### config.mk
export PLATFORM = sky130hd
export DESIGN_NAME = sbio_port
export DESIGN_NICKNAME = d
export VERILOG_FILES = /design/src/sbio_pkg.sv /design/src/sbio_port.sv
export SDC_FILE = /design/constraint.sdc
export NUM_CORES = 1
export LEC_CHECK = 0
export ABC_CLOCK_PERIOD_IN_PS = 1650
export BUFFER_PORTS_ARGS = -buffer_cell sky130_fd_sc_hd__buf_2
export CAP_MARGIN = 20
export CORE_AREA = 2 2 66 68
export DETAILED_ROUTE_END_ITERATION = 7
export DIE_AREA = 0 0 68 70
export PLACE_DENSITY = 0.76
export REMOVE_ABC_BUFFERS = 1
export SETUP_SLACK_MARGIN = 0.2
export SLEW_MARGIN = 15
export SYNTH_ARGS = -nofsm -noshare
export SYNTH_HDL_FRONTEND = slang
export SYNTH_SLANG_ARGS = --single-unit
### constraint.sdc
create_clock -name clk -period 1.65 [get_ports clk]
set_input_delay 0.165 -clock clk [delete_from_list [all_inputs] [get_ports clk]]
set_output_delay 0.165 -clock clk [all_outputs]
set_load 0.005 [all_outputs]
### src/sbio_pkg.sv
// Package of constants and decode functions for the six-bit I/O port
package sbio_pkg;

	// ----------------------------------------------------------------
	// Widths
	// ----------------------------------------------------------------
	localparam int unsigned ADDR_W = 8;
	localparam int unsigned DATA_W = 8;
	localparam int unsigned PINS   = 6;

	typedef logic [PINS-1:0] sbio_pins_t;

	// ----------------------------------------------------------------
	// Register offsets
	// ----------------------------------------------------------------
	localparam logic [ADDR_W-1:0] OFS_DATA = 8'h00;
	localparam logic [ADDR_W-1:0] OFS_DIR  = 8'h01;
	localparam logic [ADDR_W-1:0] OFS_ANS  = 8'h02;
	localparam logic [ADDR_W-1:0] OFS_CMP  = 8'h03;

	// ----------------------------------------------------------------
	// Field positions and masks
	// ----------------------------------------------------------------
	localparam int unsigned        PIN_THREE    = 3;
	localparam int unsigned        CMP_OUT_PIN  = 2;
	localparam logic [DATA_W-1:0]  ANS_MASK     = 8'h7f;
	localparam logic [DATA_W-1:0]  CMP_MASK     = 8'h07;
	localparam sbio_pins_t         PIN3_BIT     = 6'h08;

	// ----------------------------------------------------------------
	// Reset values
	// ----------------------------------------------------------------
	localparam sbio_pins_t         RST_LATCH = 6'h00;
	localparam sbio_pins_t         RST_DIR   = 6'h3f;
	localparam logic [DATA_W-1:0]  RST_ANS   = 8'h0f;
	localparam logic [2:0]         RST_CMP   = 3'h0;

	// ----------------------------------------------------------------
	// Decode functions
	// ----------------------------------------------------------------
	// Comparator pins in the analog role, pins 1:0 only
	function automatic logic [1:0] cmp_analog(input logic [2:0] mode);
		case (mode)
			3'h5:    cmp_analog = 2'h2;
			3'h6:    cmp_analog = 2'h1;
			3'h7:    cmp_analog = 2'h0;
			default: cmp_analog = 2'h3;
		endcase
	endfunction

	// Comparator output takes over pin 2 in these modes
	function automatic logic cmp_drives(input logic [2:0] mode);
		cmp_drives = (mode == 3'h1) || (mode == 3'h3) || (mode == 3'h6);
	endfunction

	// Pins whose digital input buffer is off
	function automatic sbio_pins_t pin_analog(input logic [3:0] ans,
		input logic [2:0] mode);
		pin_analog = {1'b0, ans[3], 1'b0, ans[2], ans[1:0] | cmp_analog(mode)};
	endfunction

endpackage

### src/sbio_port.sv
// Six-bit general-purpose I/O port with direction, analog and comparator sharing
// ----------------------------------------------------------------------------
// Notes on behaviour
// - Six pins, all but pin three bidirectional, read and written together as one port register.
// - Direction bit 1 makes the pin an input with its driver off.
// - Direction bit 0 drives the output latch value onto the pin.
// - Pin three is input only; its direction bit always reads 1.
// - Port reads return pin levels; port writes go to the output latch.
// - Port writes sample pins, change addressed bits, store all into latch; the latch still stores bit three as 0.
// - With the reset pin enabled, pin three always reads 0.
// - Direction still steers analog pins; software keeps those bits at 1.
// - Pins set as analog inputs read 0 whatever their level.
// - Port bits 7:6 read 0; bits 5:0 show the pin levels.
// - A three-bit comparator mode picks one of eight pin role sets.
// - Digital-output role drives comparator output; normal role is a plain bit.
// - Analog comparator role disables the input buffer and reads 0.
// - An enabled sharing peripheral owns its pin instead of the port.
// ----------------------------------------------------------------------------
//
// Our own choices: the register offsets and the plain strobed port.
module sbio_port
	import sbio_pkg::*;
(
	// Clock and reset
	input  wire logic              clk,
	input  wire logic              srst,
	// Register port
	input  wire logic [ADDR_W-1:0] addr,
	input  wire logic [DATA_W-1:0] wdata,
	input  wire logic [DATA_W-1:0] wmask,
	input  wire logic              wr_en,
	input  wire logic              rd_en,
	output logic      [DATA_W-1:0] rdata,
	// Configuration and comparator
	input  wire logic              reset_pin_enable_cfg,
	input  wire logic              cmp_out,
	output logic      [2:0]        comparator_mode_field,
	output logic      [3:0]        analog_pin_select,
	// Sharing peripherals
	input  wire logic [PINS-1:0]   periph_en,
	input  wire logic [PINS-1:0]   periph_drv,
	input  wire logic [PINS-1:0]   periph_oe,
	// Pins
	input  wire logic [PINS-1:0]   pin_in,
	output logic      [PINS-1:0]   pin_out,
	output logic      [PINS-1:0]   pin_oe
);

	// ------------------------------------------------------------------------
	// State
	// ------------------------------------------------------------------------
	sbio_pins_t        latch_ff, nxt_latch;
	sbio_pins_t        dir_ff, nxt_dir;
	logic [DATA_W-1:0] ans_ff, nxt_ans;
	logic [2:0]        cmp_ff, nxt_cmp;
	logic [DATA_W-1:0] rdata_ff, nxt_rdata;
	sbio_pins_t        pin_out_ff, nxt_pin_out;
	sbio_pins_t        pin_oe_ff, nxt_pin_oe;

	sbio_pins_t        analog;
	sbio_pins_t        port_read;
	logic              hit_data;
	logic              hit_dir;
	logic              hit_ans;
	logic              hit_cmp;

	// ------------------------------------------------------------------------
	// Address decode and pin view
	// ------------------------------------------------------------------------
	// Decode shared by read and write paths
	assign hit_data = (addr == OFS_DATA);
	assign hit_dir  = (addr == OFS_DIR);
	assign hit_ans  = (addr == OFS_ANS);
	assign hit_cmp  = (addr == OFS_CMP);

	// Input buffer off for analog pins in either select
	assign analog = pin_analog(ans_ff[3:0], cmp_ff);

	// Pin levels as software sees them
	always_comb begin
		port_read = pin_in & ~analog & ~periph_en;
		if (reset_pin_enable_cfg) begin
			port_read[PIN_THREE] = 1'b0;
		end
	end

	// ------------------------------------------------------------------------
	// Register writes
	// ------------------------------------------------------------------------
	// Bit-level write enables; unmasked latch bits take the pin levels as read
	always_comb begin
		nxt_latch = latch_ff;
		nxt_dir   = dir_ff;
		nxt_ans   = ans_ff;
		nxt_cmp   = cmp_ff;
		if (wr_en && hit_data) begin
			nxt_latch = (wdata[PINS-1:0] & wmask[PINS-1:0])
				| (port_read & ~wmask[PINS-1:0]);
			nxt_latch[PIN_THREE] = 1'b0;
		end
		if (wr_en && hit_dir) begin
			nxt_dir = (wdata[PINS-1:0] & wmask[PINS-1:0])
				| (dir_ff & ~wmask[PINS-1:0]);
			nxt_dir = nxt_dir | PIN3_BIT;
		end
		if (wr_en && hit_ans) begin
			nxt_ans = ((wdata & wmask) | (ans_ff & ~wmask)) & ANS_MASK;
		end
		if (wr_en && hit_cmp) begin
			nxt_cmp = (wdata[2:0] & wmask[2:0]) | (cmp_ff & ~wmask[2:0]);
		end
	end

	// Register the configuration state
	always_ff @(posedge clk) begin
		if (srst) begin
			latch_ff <= RST_LATCH;
			dir_ff   <= RST_DIR;
			ans_ff   <= RST_ANS;
			cmp_ff   <= RST_CMP;
		end else begin
			latch_ff <= nxt_latch;
			dir_ff   <= nxt_dir;
			ans_ff   <= nxt_ans;
			cmp_ff   <= nxt_cmp;
		end
	end

	// ------------------------------------------------------------------------
	// Register reads
	// ------------------------------------------------------------------------
	// Unmapped addresses read as zero; data appears the cycle after the strobe
	always_comb begin
		nxt_rdata = '0;
		if (rd_en) begin
			case (1'b1)
				hit_data: nxt_rdata = {2'b00, port_read};
				hit_dir:  nxt_rdata = {2'b00, dir_ff | PIN3_BIT};
				hit_ans:  nxt_rdata = ans_ff & ANS_MASK;
				hit_cmp:  nxt_rdata = {5'h00, cmp_ff};
				default:  nxt_rdata = '0;
			endcase
		end
	end

	always_ff @(posedge clk) begin
		if (srst) begin
			rdata_ff <= '0;
		end else begin
			rdata_ff <= nxt_rdata;
		end
	end

	// ------------------------------------------------------------------------
	// Pin drivers
	// ------------------------------------------------------------------------
	// Owner priority: peripheral, then comparator output, then port latch.
	// Direction still gates analog pins, so a cleared bit there will fight
	// the analog source; that is left to software.
	always_comb begin
		nxt_pin_oe  = ~dir_ff;
		nxt_pin_out = latch_ff;
		if (cmp_drives(cmp_ff)) begin
			nxt_pin_out[CMP_OUT_PIN] = cmp_out;
		end
		nxt_pin_out = (periph_drv & periph_en) | (nxt_pin_out & ~periph_en);
		nxt_pin_oe  = (periph_oe & periph_en) | (nxt_pin_oe & ~periph_en);
		nxt_pin_oe[PIN_THREE]  = 1'b0;
		nxt_pin_out[PIN_THREE] = 1'b0;
	end

	// Registered so pins never glitch on decode hazards
	always_ff @(posedge clk) begin
		if (srst) begin
			pin_out_ff <= '0;
			pin_oe_ff  <= '0;
		end else begin
			pin_out_ff <= nxt_pin_out;
			pin_oe_ff  <= nxt_pin_oe;
		end
	end

	// ------------------------------------------------------------------------
	// Outputs
	// ------------------------------------------------------------------------
	assign rdata                 = rdata_ff;
	assign pin_out               = pin_out_ff;
	assign pin_oe                = pin_oe_ff;
	assign comparator_mode_field = cmp_ff;
	assign analog_pin_select     = ans_ff[3:0];
endmodule

# Yosys cells after proc, flatten, opt, wreduce, memory -nomap -nowiden
# Index checks and enable logic that the tools add are counted.
# word_totals
out_inout_bits,27
latch_bits,0
mem_bits_rw,0
reg_bits,40
rom_bits,0
mem_count,0
wordCells,63
# classes
eq_ne,8
bitwise,27
div,0
muxes,7
n_lt_le_gt_ge,0
addsub,0
n_reduce_logical,10
n_mul,0
shift,0
# ops
op,n
6-bit bitwise AND,9
6-bit OR,4
6-bit NOT,3
8-bit by 2-bit == test with 1-bit output (second input constant),2
7-bit bitwise AND,2
6-bit two-way mux,2
3-bit == test (second input constant),3
8-bit by 1-bit == test with 1-bit output (second input constant),1
8-bit zero test,1
7-bit two-way mux,1
7-bit NOT,1
7-bit OR,1
3-bit bitwise AND,2
5-bit NOT with 6-bit output,1
2-bit one-hot mux with 3 select lines,1
5-bit OR reduction,1
1-bit logical AND,4
4-bit OR reduction,1
3-bit by 1-bit == test with 1-bit output (second input constant),1
3-bit by 2-bit == test with 1-bit output (second input constant),1
3-bit two-way mux,1
3-bit NOT,1
3-bit OR,1
1-bit logical OR,2
other kinds (4),5

# Depth between registers and ports, before layout
# Gate-level depths: netlist of run 1.
# logic_depth
depth_word,9
depth_mapped,5
mapped_depth_nobuf,3

# Worst setup path after synthesis of run 1
# Ideal clock, no wire load.
# synth_timing
path_kind,input to register
from,in addr[5]
to,reg (tool-made name)
t_arrival_ns,1.336
n_path_buf,0
slack_ns,0.244
t_required_ns,1.579
cell_stages,3
cell_sequence,or4_4 or4_1 a21oi_1
# synth_rtl
element,line,source
from (decl),sbio_port.sv:28,"input wire logic [ADDR_W-1:0] addr,"

==> metrics, run 1 <==
status=finished clean; Num CTS Buffers=5; total congestion overflow=0; reg-to-reg slack, setup=250 ps; FP Rows=24; data required time of the worst path=1860 ps; Hold Vio Cnt, Final=0; # port buffers=73; ANT nets after route=0; Skew-Pair Late Insertion Delay=290 ps; warnings from Yosys=0; clock network power share=0.362; non-filler instance count after layout=334; Yosys reg bits=37; detailed-route DRC error count=0; via density per instance=5.308; die width=68 um; VDD IR max=0.0003372 V; skew final=3.616 ps; Worst Hold Depth=3; Filler Cells Inserted=420; CP Max Fanout=5; CTS resizes=0; slowest CP cell=or4b_2; Root Buffer=clkbuf_8; met1 Use GR=0.2569; Die Footprint=4760 um^2; # nets final=336; Iteration-0 DRC Markers=154; Hold EP=pin_oe[1]; CP Capture Type=register; CP arrival=1610 ps; gpl congestion=0.8371; internal power=1332 uW; fraction of power spent switching nets=0.2384; met2 usage=0.3128; Syn Area/Cell=8.710 um^2; worst hold path type=in -> reg; DP HPWL=3316 um; Post-Synthesis Cells=206; Area Growth Syn to Fin=28.66%; die height=70 um; CP max stage delay=660 ps; hold slack=105.0 ps; # setup viols final=0; Final Max Tran Viols=0; GRT busiest layer=met2; Comb pwr share=0.120; hold_sp=periph_oe[1]; Sequential Power Share=0.518; top-area cell type share of the netlist area=0.4128; postcts setup bufs=0; unrepaired setup endpoints after global routing=false; max_cap viols=0; fmax=715.0 MHz; Unique masters post-synth=34; fraction of layout instances using a drive strength above 1=0.3440; critical path class=reg -> reg; top cells by area, synth=dfxtp_1 41%, mux2i_1 11%, nor2_1 6.7%, a21oi_1 4.5%, nand4_1 4.2%; RR Endpoint=rdata[4]; synthesized area=1794 um^2; Clock Pin Slew Worst Setup and Hold Paths=70 ps; Switching Power=416.9 uW; core footprint=4144 um^2; sequential share of the synthesized area=0.4128; Bufs on Longest Clock Path=2; largest net degree at the start of global routing=40; # clock sinks=37; H-Tree Depth=2; first-pass GRT wire length=7362 um; drt first pass iters=4; Min Clock Period, post-route=1399 ps; final period utilization=0.8477; CP Cell Sequence=or4b_2 -> a21o_1 -> a21oi_1; CP startpoint kind=register; I/O pins=81; met3 Usage GRT=0.05958; PD cells=757.6 nW/um^2; vias in the first global route=1,713; routed wire length per instance=13.60 um; cells on worst reg2reg path=3; Inst Count DP=327; via count=1,773; initial antenna violation count=0; ant diodes=0; gr usage total=0.2021; initial core utilization=0.4330; CTS tree=yes; Synth area leader=dfxtp_1; Detailed Route WL=4542 um; Post-CTS Hold Buffers=0; Leak Pwr=0.001068 uW
## cell type report
type	count	area, um^2	share of cell area
clock buffer	7	86.33	0.03740
timing repair buffer	85	455.4	0.1973
sequential	37	740.7	0.3209
tap	52	65.06	0.02818
inverter	4	15.01	0.006504
multi-input combinational	149	945.9	0.4098
## metrics by stage
step / setup slack (ps) / cell area (um^2) / utilization / TNS (ps) / power [uW]
2_1_floorplan: -60.45 / 1702 / - / -197.9 / 992.4
3_3_place_gp: 93.61 / 2222 / 0.5362 / 0 / 1132
3_5_place_dp: 52.42 / 2222 / 0.5362 / 0 / 1134
4_1_cts: 244.9 / 2308 / 0.5571 / 0 / 1771
5_1_grt: 201.0 / 2308 / 0.5571 / 0 / 1825
6_report: 251.4 / 2308 / 0.5571 / 0 / 1749
## power by group through the flow
stage / registers (uW) / logic (uW) / clock network [uW]
after floorplan: 928 / 63.9 / 0
final: 906 / 209 / 634
after global placement: 926 / 206 / 0
after CTS: 906 / 209 / 656
after global routing: 906 / 232 / 687
after detailed placement: 926 / 208 / 0
## worst max-delay path: cells and delay by family (launching register included)
| family | cells | cell delay (ps) |
|---|---|---|
| AND/OR/NAND/NOR | 1 | 660 |
| flip-flops | 1 | 340 |
| AO/OA/AOI/OAI | 2 | 320 |
## kinds of logic after synthesis
group           share of synthesized area
compound gates                     0.1374
buf+inv                           0.06416
flops                              0.4128
mux                                0.1060
other cells                      0.002090
simple gates                       0.2775
## cells in the final DEF (no fill, tap or decap), drive strengths merged
master	count
a31oi	5
or3	4
or3b	2
a21boi	1
nand2	9
nor3b	2
nor4	1
dfxtp	37
a21oi	16
a311oi	2
clkbuf	7
and3	2
nor4b	4
nor2	32
buf	85
nand4b	2
mux2i	19
nand4	12
o31a	1
or4b	1
a21o	2
o31ai	3
inv	4
nor2b	2
or4	4
a211oi	5
nand2b	8
nand3	3
conb	3
nand3b	1
a221oi	3
## how the worst max path moves through the flow
stage                to  slack, ps  cells after the start
5_1_grt        rdata[4]        200                      3
3_5_place_dp   register         50                      4
2_1_floorplan  rdata[0]        -60                      3
4_1_cts        rdata[4]        240                      3
6_report       rdata[4]        250                      3
3_3_place_gp   register         90                      4
## cells in the mapped netlist
master    instances
nor4_2            1
a21o_1            2
or3b_2            2
nand4_1          12
nand3_1           3
nand4b_1          2
o31ai_1           3
or4_4             1
o31a_1            1
or4_1             3
mux2i_1          19
or4b_2            1
inv_1             4
nand3b_1          1
dfxtp_1          37
and3_1            2
a21oi_1          16
conb_1            1
a21boi_0          1
or3_1             4
a211oi_1          5
buf_4             8
nor2b_1           2
a31oi_1           5
nor4b_1           4
a311oi_1          2
nand2b_1          8
nor3b_2           1
nor3b_1           1
a221oi_1          3
clkbuf_1          8
buf_2             2
nor2_1           32
nand2_1           9
## per-layer routing
layer,wire [um],vias to the layer above
met2,2146,71
met5,0,-
met3,341,7
met4,59,0
li1,-,892
met1,1995,803
No activity file was read; power rests on OpenSTA's default activity.
==> run 2: changes to the inputs <==
Settings changed: ABC_CLOCK_PERIOD_IN_PS 1650 to 1300.
Clock period 1.65 ns to 1.3 ns, I/O delays scaled along.
==> metrics, run 2 (same netlist as run 1, synthesis figures left out) <==
unrepaired setup endpoints after global routing=true; pre-CTS setup slack=-250.4 ps (-302.9 ps); total stage count of the critical path=4 (+1); Switching Power=573.4 uW (+38%); Clock Pin Slew Worst Setup and Hold Paths=70 ps (about the same); largest net degree at the start of global routing=40 (unchanged); # setup viols final=0 (unchanged); Final Max Tran Viols=0 (unchanged); Bufs on Longest Clock Path=2 (unchanged); die width=68 um (unchanged); Root Buffer=clkbuf_8; # clock sinks=37 (unchanged); Final Cell Area=2527 um^2 (+9.5%); Detailed Route WL=4882 um (+7.5%); fraction of power spent switching nets=0.2558 (+0.01741); CP startpoint kind=input pin; gpl congestion=0.8725 (+4.2%); final period utilization=0.9533; data required time of the worst path=1520 ps (-340 ps); VDD IR max=0.0004772 V (+42%); initial core utilization=0.4330 (unchanged); via density per instance=5.322 (+0.25%); H-Tree Depth=2 (unchanged); leading cell types in the layout, fill and taps excluded=71 x buf_2, 33 x dfxtp_1, 32 x nor2_1; ant diodes=0 (unchanged); skew final=2.546 ps (-1.070 ps); PD cells=887.0 nW/um^2 (+17%); ANT nets after route=0 (unchanged); I/O pins=81 (unchanged); CP max stage delay=570 ps (-90 ps); CP Max Fanout=5 (unchanged); fraction of layout instances using a drive strength above 1=0.4223 (+0.07833); die height=70 um (unchanged); Iteration-0 DRC Markers=128 (-17%); Setup crit start=addr[5]; Sequential Power Share=0.512 (-0.006); CP arrival=1460 ps (-150 ps); CP Capture Type=register; cells on worst reg2reg path=3 (unchanged); setup_tns=0 ps (unchanged); hold_sp=periph_oe[1]; routed wire length per instance=14.03 um (+3.2%); gr usage total=0.2119 (+0.009844); status=finished clean; FP Rows=24 (unchanged); total congestion overflow=0 (unchanged); Num CTS Buffers=5 (unchanged); PnR worst setup slack=60.68 ps (-190.7 ps); slowest CP cell=or4_4; largest delay contributor family on the critical path=simple AND/OR/NAND/NOR gates; internal power=1669 uW (+25%); Filler Cells Inserted=369 (-12%); fmax=806.9 MHz; # port buffers=73 (unchanged); DP HPWL=3464 um (+4.5%); RR Endpoint=rdata[4]; critical path class=in -> reg; Comb pwr share=0.139 (+0.019); CP Cell Sequence=buf_6 -> or4_4 -> or4_1 -> a21oi_1; worst hold path type=in -> reg; detailed-route DRC error count=0 (unchanged); Area Growth Syn to Fin=40.86%; Hold Vio Cnt, Final=0 (unchanged); first-pass GRT wire length=7721 um (+4.9%); Skew-Pair Late Insertion Delay=290 ps (about the same); drt first pass iters=4 (unchanged); commonest non-fill, non-tap cell in the layout=buf_2; vias in the first global route=1,782 (+4.0%); # nets final=349 (+3.9%); Leak Pwr=0.001165 uW (+9.1%); reg-to-reg slack, setup=80 ps (-170 ps); core footprint=4144 um^2 (unchanged); initial antenna violation count=0 (unchanged); DP Area=2307 um^2 (+3.8%); Min Clock Period, post-route=1239 ps; clock network power share=0.349 (-0.013); max_cap viols=0 (unchanged); Die Footprint=4760 um^2 (unchanged); Worst Path Buf+Inv=1 (+1); CTS tree=yes; via count=1,852 (+4.5%)
run 2: cell types whose count changed in the layout (fill, tap and decap cells not counted), sizes merged:
cell / before / now
clkbuf: 7 / 6
buf: 85 / 98
clkinv: 0 / 2
run 2: power groups by stage:
| stage | clock network, uW | logic [uW] | registers (uW) |
|---|---|---|---|
| finish | 783 | 312 | 1150 |
| global route | 856 | 340 | 1150 |
| CTS | 807 | 294 | 1150 |
| detailed placement | 0 | 287 | 1180 |
| global placement | 0 | 284 | 1180 |
| floorplan | 0 | 81.1 | 1180 |
run 2: worst register-to-register path, delay by kind of cell (launching register included):
kind,cells,cell delay [ps]
compound gates,2,300
flops,1,330
simple gates,1,530
run 2: area by class of cell:
type	instances	area, um^2	share of cell area
Inverter	4	15.01	0.005941
Tap cell	52	65.06	0.02574
Clock inverter	2	10.01	0.003960
Timing Repair Buffer	98	601.8	0.2381
Clock buffer	6	72.57	0.02871
Multi-Input combinational cell	149	1015	0.4015
Sequential cell	37	748.2	0.2960
run 2: worst min-delay path by stage:
stage                     cells after the start   endpoint
after detailed placement                      3  pin_oe[2]
after floorplan                               1   register
after global placement                        3  pin_oe[2]
after global routing                          3  pin_oe[4]
after CTS                                     3  pin_oe[2]
final                                         3  pin_oe[1]
run 2: per-stage QoR:
| stage | util | total power [uW] | std cells | hold WS [ps] |
|---|---|---|---|---|
| floorplan | - | 1260 | 190 | 199.1 |
| global placement | 0.5568 | 1459 | 335 | 362.7 |
| detailed placement | 0.5568 | 1463 | 335 | 368.2 |
| CTS | 0.5848 | 2250 | 344 | 64.07 |
| global route | 0.6099 | 2344 | 348 | 70.67 |
| finish | 0.6099 | 2242 | 348 | 70.83 |
run 2: repair_timing:
item                                    in CTS  in global routing
buffers inserted                             1                  4
hold buffers                                 0                  0
pin swaps                                    7                 10
gates resized for setup                      8                 15
endpoints found under the setup margin      13                 18
run 2: per-layer routing:
metal  vias to the layer above  global-route usage  wire length [um]
met5                         -                   0                 0
met4                         0             0.08000                55
met3                         9             0.05636               350
met2                        76              0.3366              2339
met1                       845              0.2700              2137
li1                        922                   -                 -
==> run 3: changes to the inputs <==
==> constraint.sdc (replaced) <==
create_clock -name clk -period 1.3 [get_ports clk]
set_input_delay 0.065 -clock clk [delete_from_list [all_inputs] [get_ports clk]]
set_output_delay 0.065 -clock clk [all_outputs]
set_load 0.005 [all_outputs]
==> metrics, run 3 (same netlist as run 1, synthesis figures left out) <==
drt first pass iters=4 (unchanged); initial antenna violation count=0 (unchanged); leading cell types in the layout, fill and taps excluded=71 x buf_2, 34 x dfxtp_1, 32 x nor2_1; CP Max Fanout=2 (-3); cells on worst reg2reg path=3 (unchanged); Worst Hold Depth=3 (unchanged); fmax=860.8 MHz (+6.7%); Die Footprint=4760 um^2 (unchanged); ANT nets after route=0 (unchanged); Root Buffer=clkbuf_8; unrepaired setup endpoints after global routing=true; Hold Vio Cnt, Final=0 (unchanged); # port buffers=73 (unchanged); final period utilization=0.8936 (-0.05971); # clock sinks=37 (unchanged); # setup viols final=0 (unchanged); Iteration-0 DRC Markers=74 (-42%); DP Area=2295 um^2 (-0.54%); die width=68 um (unchanged); Bufs on Longest Clock Path=2 (unchanged); status=finished clean; Final Max Tran Viols=0 (unchanged); detailed-route DRC error count=0 (unchanged); postcts setup bufs=0 (-1); via density per instance=5.246 (-1.4%); reg-to-reg slack, setup=140 ps (+60 ps); Min Clock Period, post-route=1162 ps (-77.62 ps); RR Endpoint=rdata[4]; vias in the first global route=1,599 (-10%); Detailed Route WL=4708 um (-3.6%); hold_sp=periph_oe[1]; FP Rows=24 (unchanged); fraction of layout instances using a drive strength above 1=0.4172 (-0.005056); Skew-Pair Late Insertion Delay=290 ps (about the same); largest net degree at the start of global routing=40 (unchanged); ant diodes=0 (unchanged); gpl congestion=0.8497 (-2.6%); VDD IR max=0.0005287 V (+11%); first-pass GRT wire length=7169 um (-7.1%); commonest non-fill, non-tap cell in the layout=buf_2; total congestion overflow=0 (unchanged); CP startpoint kind=register; # nets final=345 (-1.1%); gr usage total=0.2001 (-0.01187); Util after Layout=0.5981 (-0.01177); CTS tree=yes; Leak Pwr=0.001136 uW (-2.4%); Num CTS Buffers=5 (unchanged); worst hold path type=in -> reg; I/O pins=81 (unchanged); PD cells=883.1 nW/um^2 (-0.45%); setup_tns=0 ps (unchanged); pre-CTS setup slack=-205.3 ps (+45.16 ps); Clock Pin Slew Worst Setup and Hold Paths=70 ps (about the same); Area Growth Syn to Fin=38.15%; via count=1,794 (-3.1%); Final Cell Area=2479 um^2 (-1.9%); critical path class=reg -> reg; CP arrival=1390 ps (-70 ps); hold slack=1.876 ps (-68.95 ps); Hold EP=pin_oe[1]; max_cap viols=0 (unchanged); PnR worst setup slack=138.3 ps (+77.62 ps); routed wire length per instance=13.77 um (-1.9%); skew final=5.010 ps (+2.464 ps); data required time of the worst path=1530 ps (about the same); H-Tree Depth=2 (unchanged); initial core utilization=0.4330 (unchanged); core footprint=4144 um^2 (unchanged); die height=70 um (unchanged); CP Capture Type=register; DP HPWL=3407 um (-1.7%)
-- run 3: cell count changes in the layout (fill, tap and decap cells not counted), sizes merged --
cell         change
buf              -5
clkbuf           -1
clkinv           -1
dlygate4sd3      +1
-- run 3: where the power goes --
group | internal (uW) | switching (uW)
clock network | 352 | 391
registers | 1140 | 2.97
logic | 143 | 155
total | 1640 | 549
-- run 3: timing repair --
action | 4_1_cts | 5_1_grt
pin swaps | 11 | 6
endpoints found under the hold margin | 1 | 0
resized for setup | 11 | 12
cloned | 0 | 0
hold buffers | 1 | 0
endpoints found under the setup margin | 10 | 13
-- run 3: through the flow --
step           total power, uW  cells
2_1_floorplan             1260    190
3_3_place_gp              1452    335
3_5_place_dp              1455    335
4_1_cts                   2202    342
5_1_grt                   2281    342
6_report                  2189    342
-- run 3: area by class of cell --
cell class | instances | area [um^2]
multi-input cells | 149 | 1020
well taps | 52 | 65.06
clock buffers | 5 | 68.82
inverters | 4 | 15.01
flip-flops and latches | 37 | 747.0
fillers | 389 | 1665
repair buffers | 94 | 558.0
clock inverters | 1 | 5.005
-- run 3: routing by layer --
layer	up-vias	GRT usage	part of all wire
li1	914	-	-
met1	815	0.2681	0.45
met2	63	0.3042	0.47
met3	2	0.05958	0.071
met4	0	0.06667	0.0040
met5	-	0	0
-- run 3: worst max path at each step --
stage / slack [ps] / end / cells past startpoint / start
finish: 140 / rdata[4] / 3 / register
global route: 90 / rdata[4] / 3 / register
CTS: 130 / register / 4 / addr[6]
detailed placement: -210 / register / 4 / addr[5]
global placement: -160 / register / 4 / addr[5]
floorplan: -310 / rdata[0] / 3 / addr[5]
-- run 3: critical path, stage by stage, from the launching register on --
cell,delay (ps)
dfxtp_2,320
or4b_4,500
a21o_1,180
a21oi_2,100
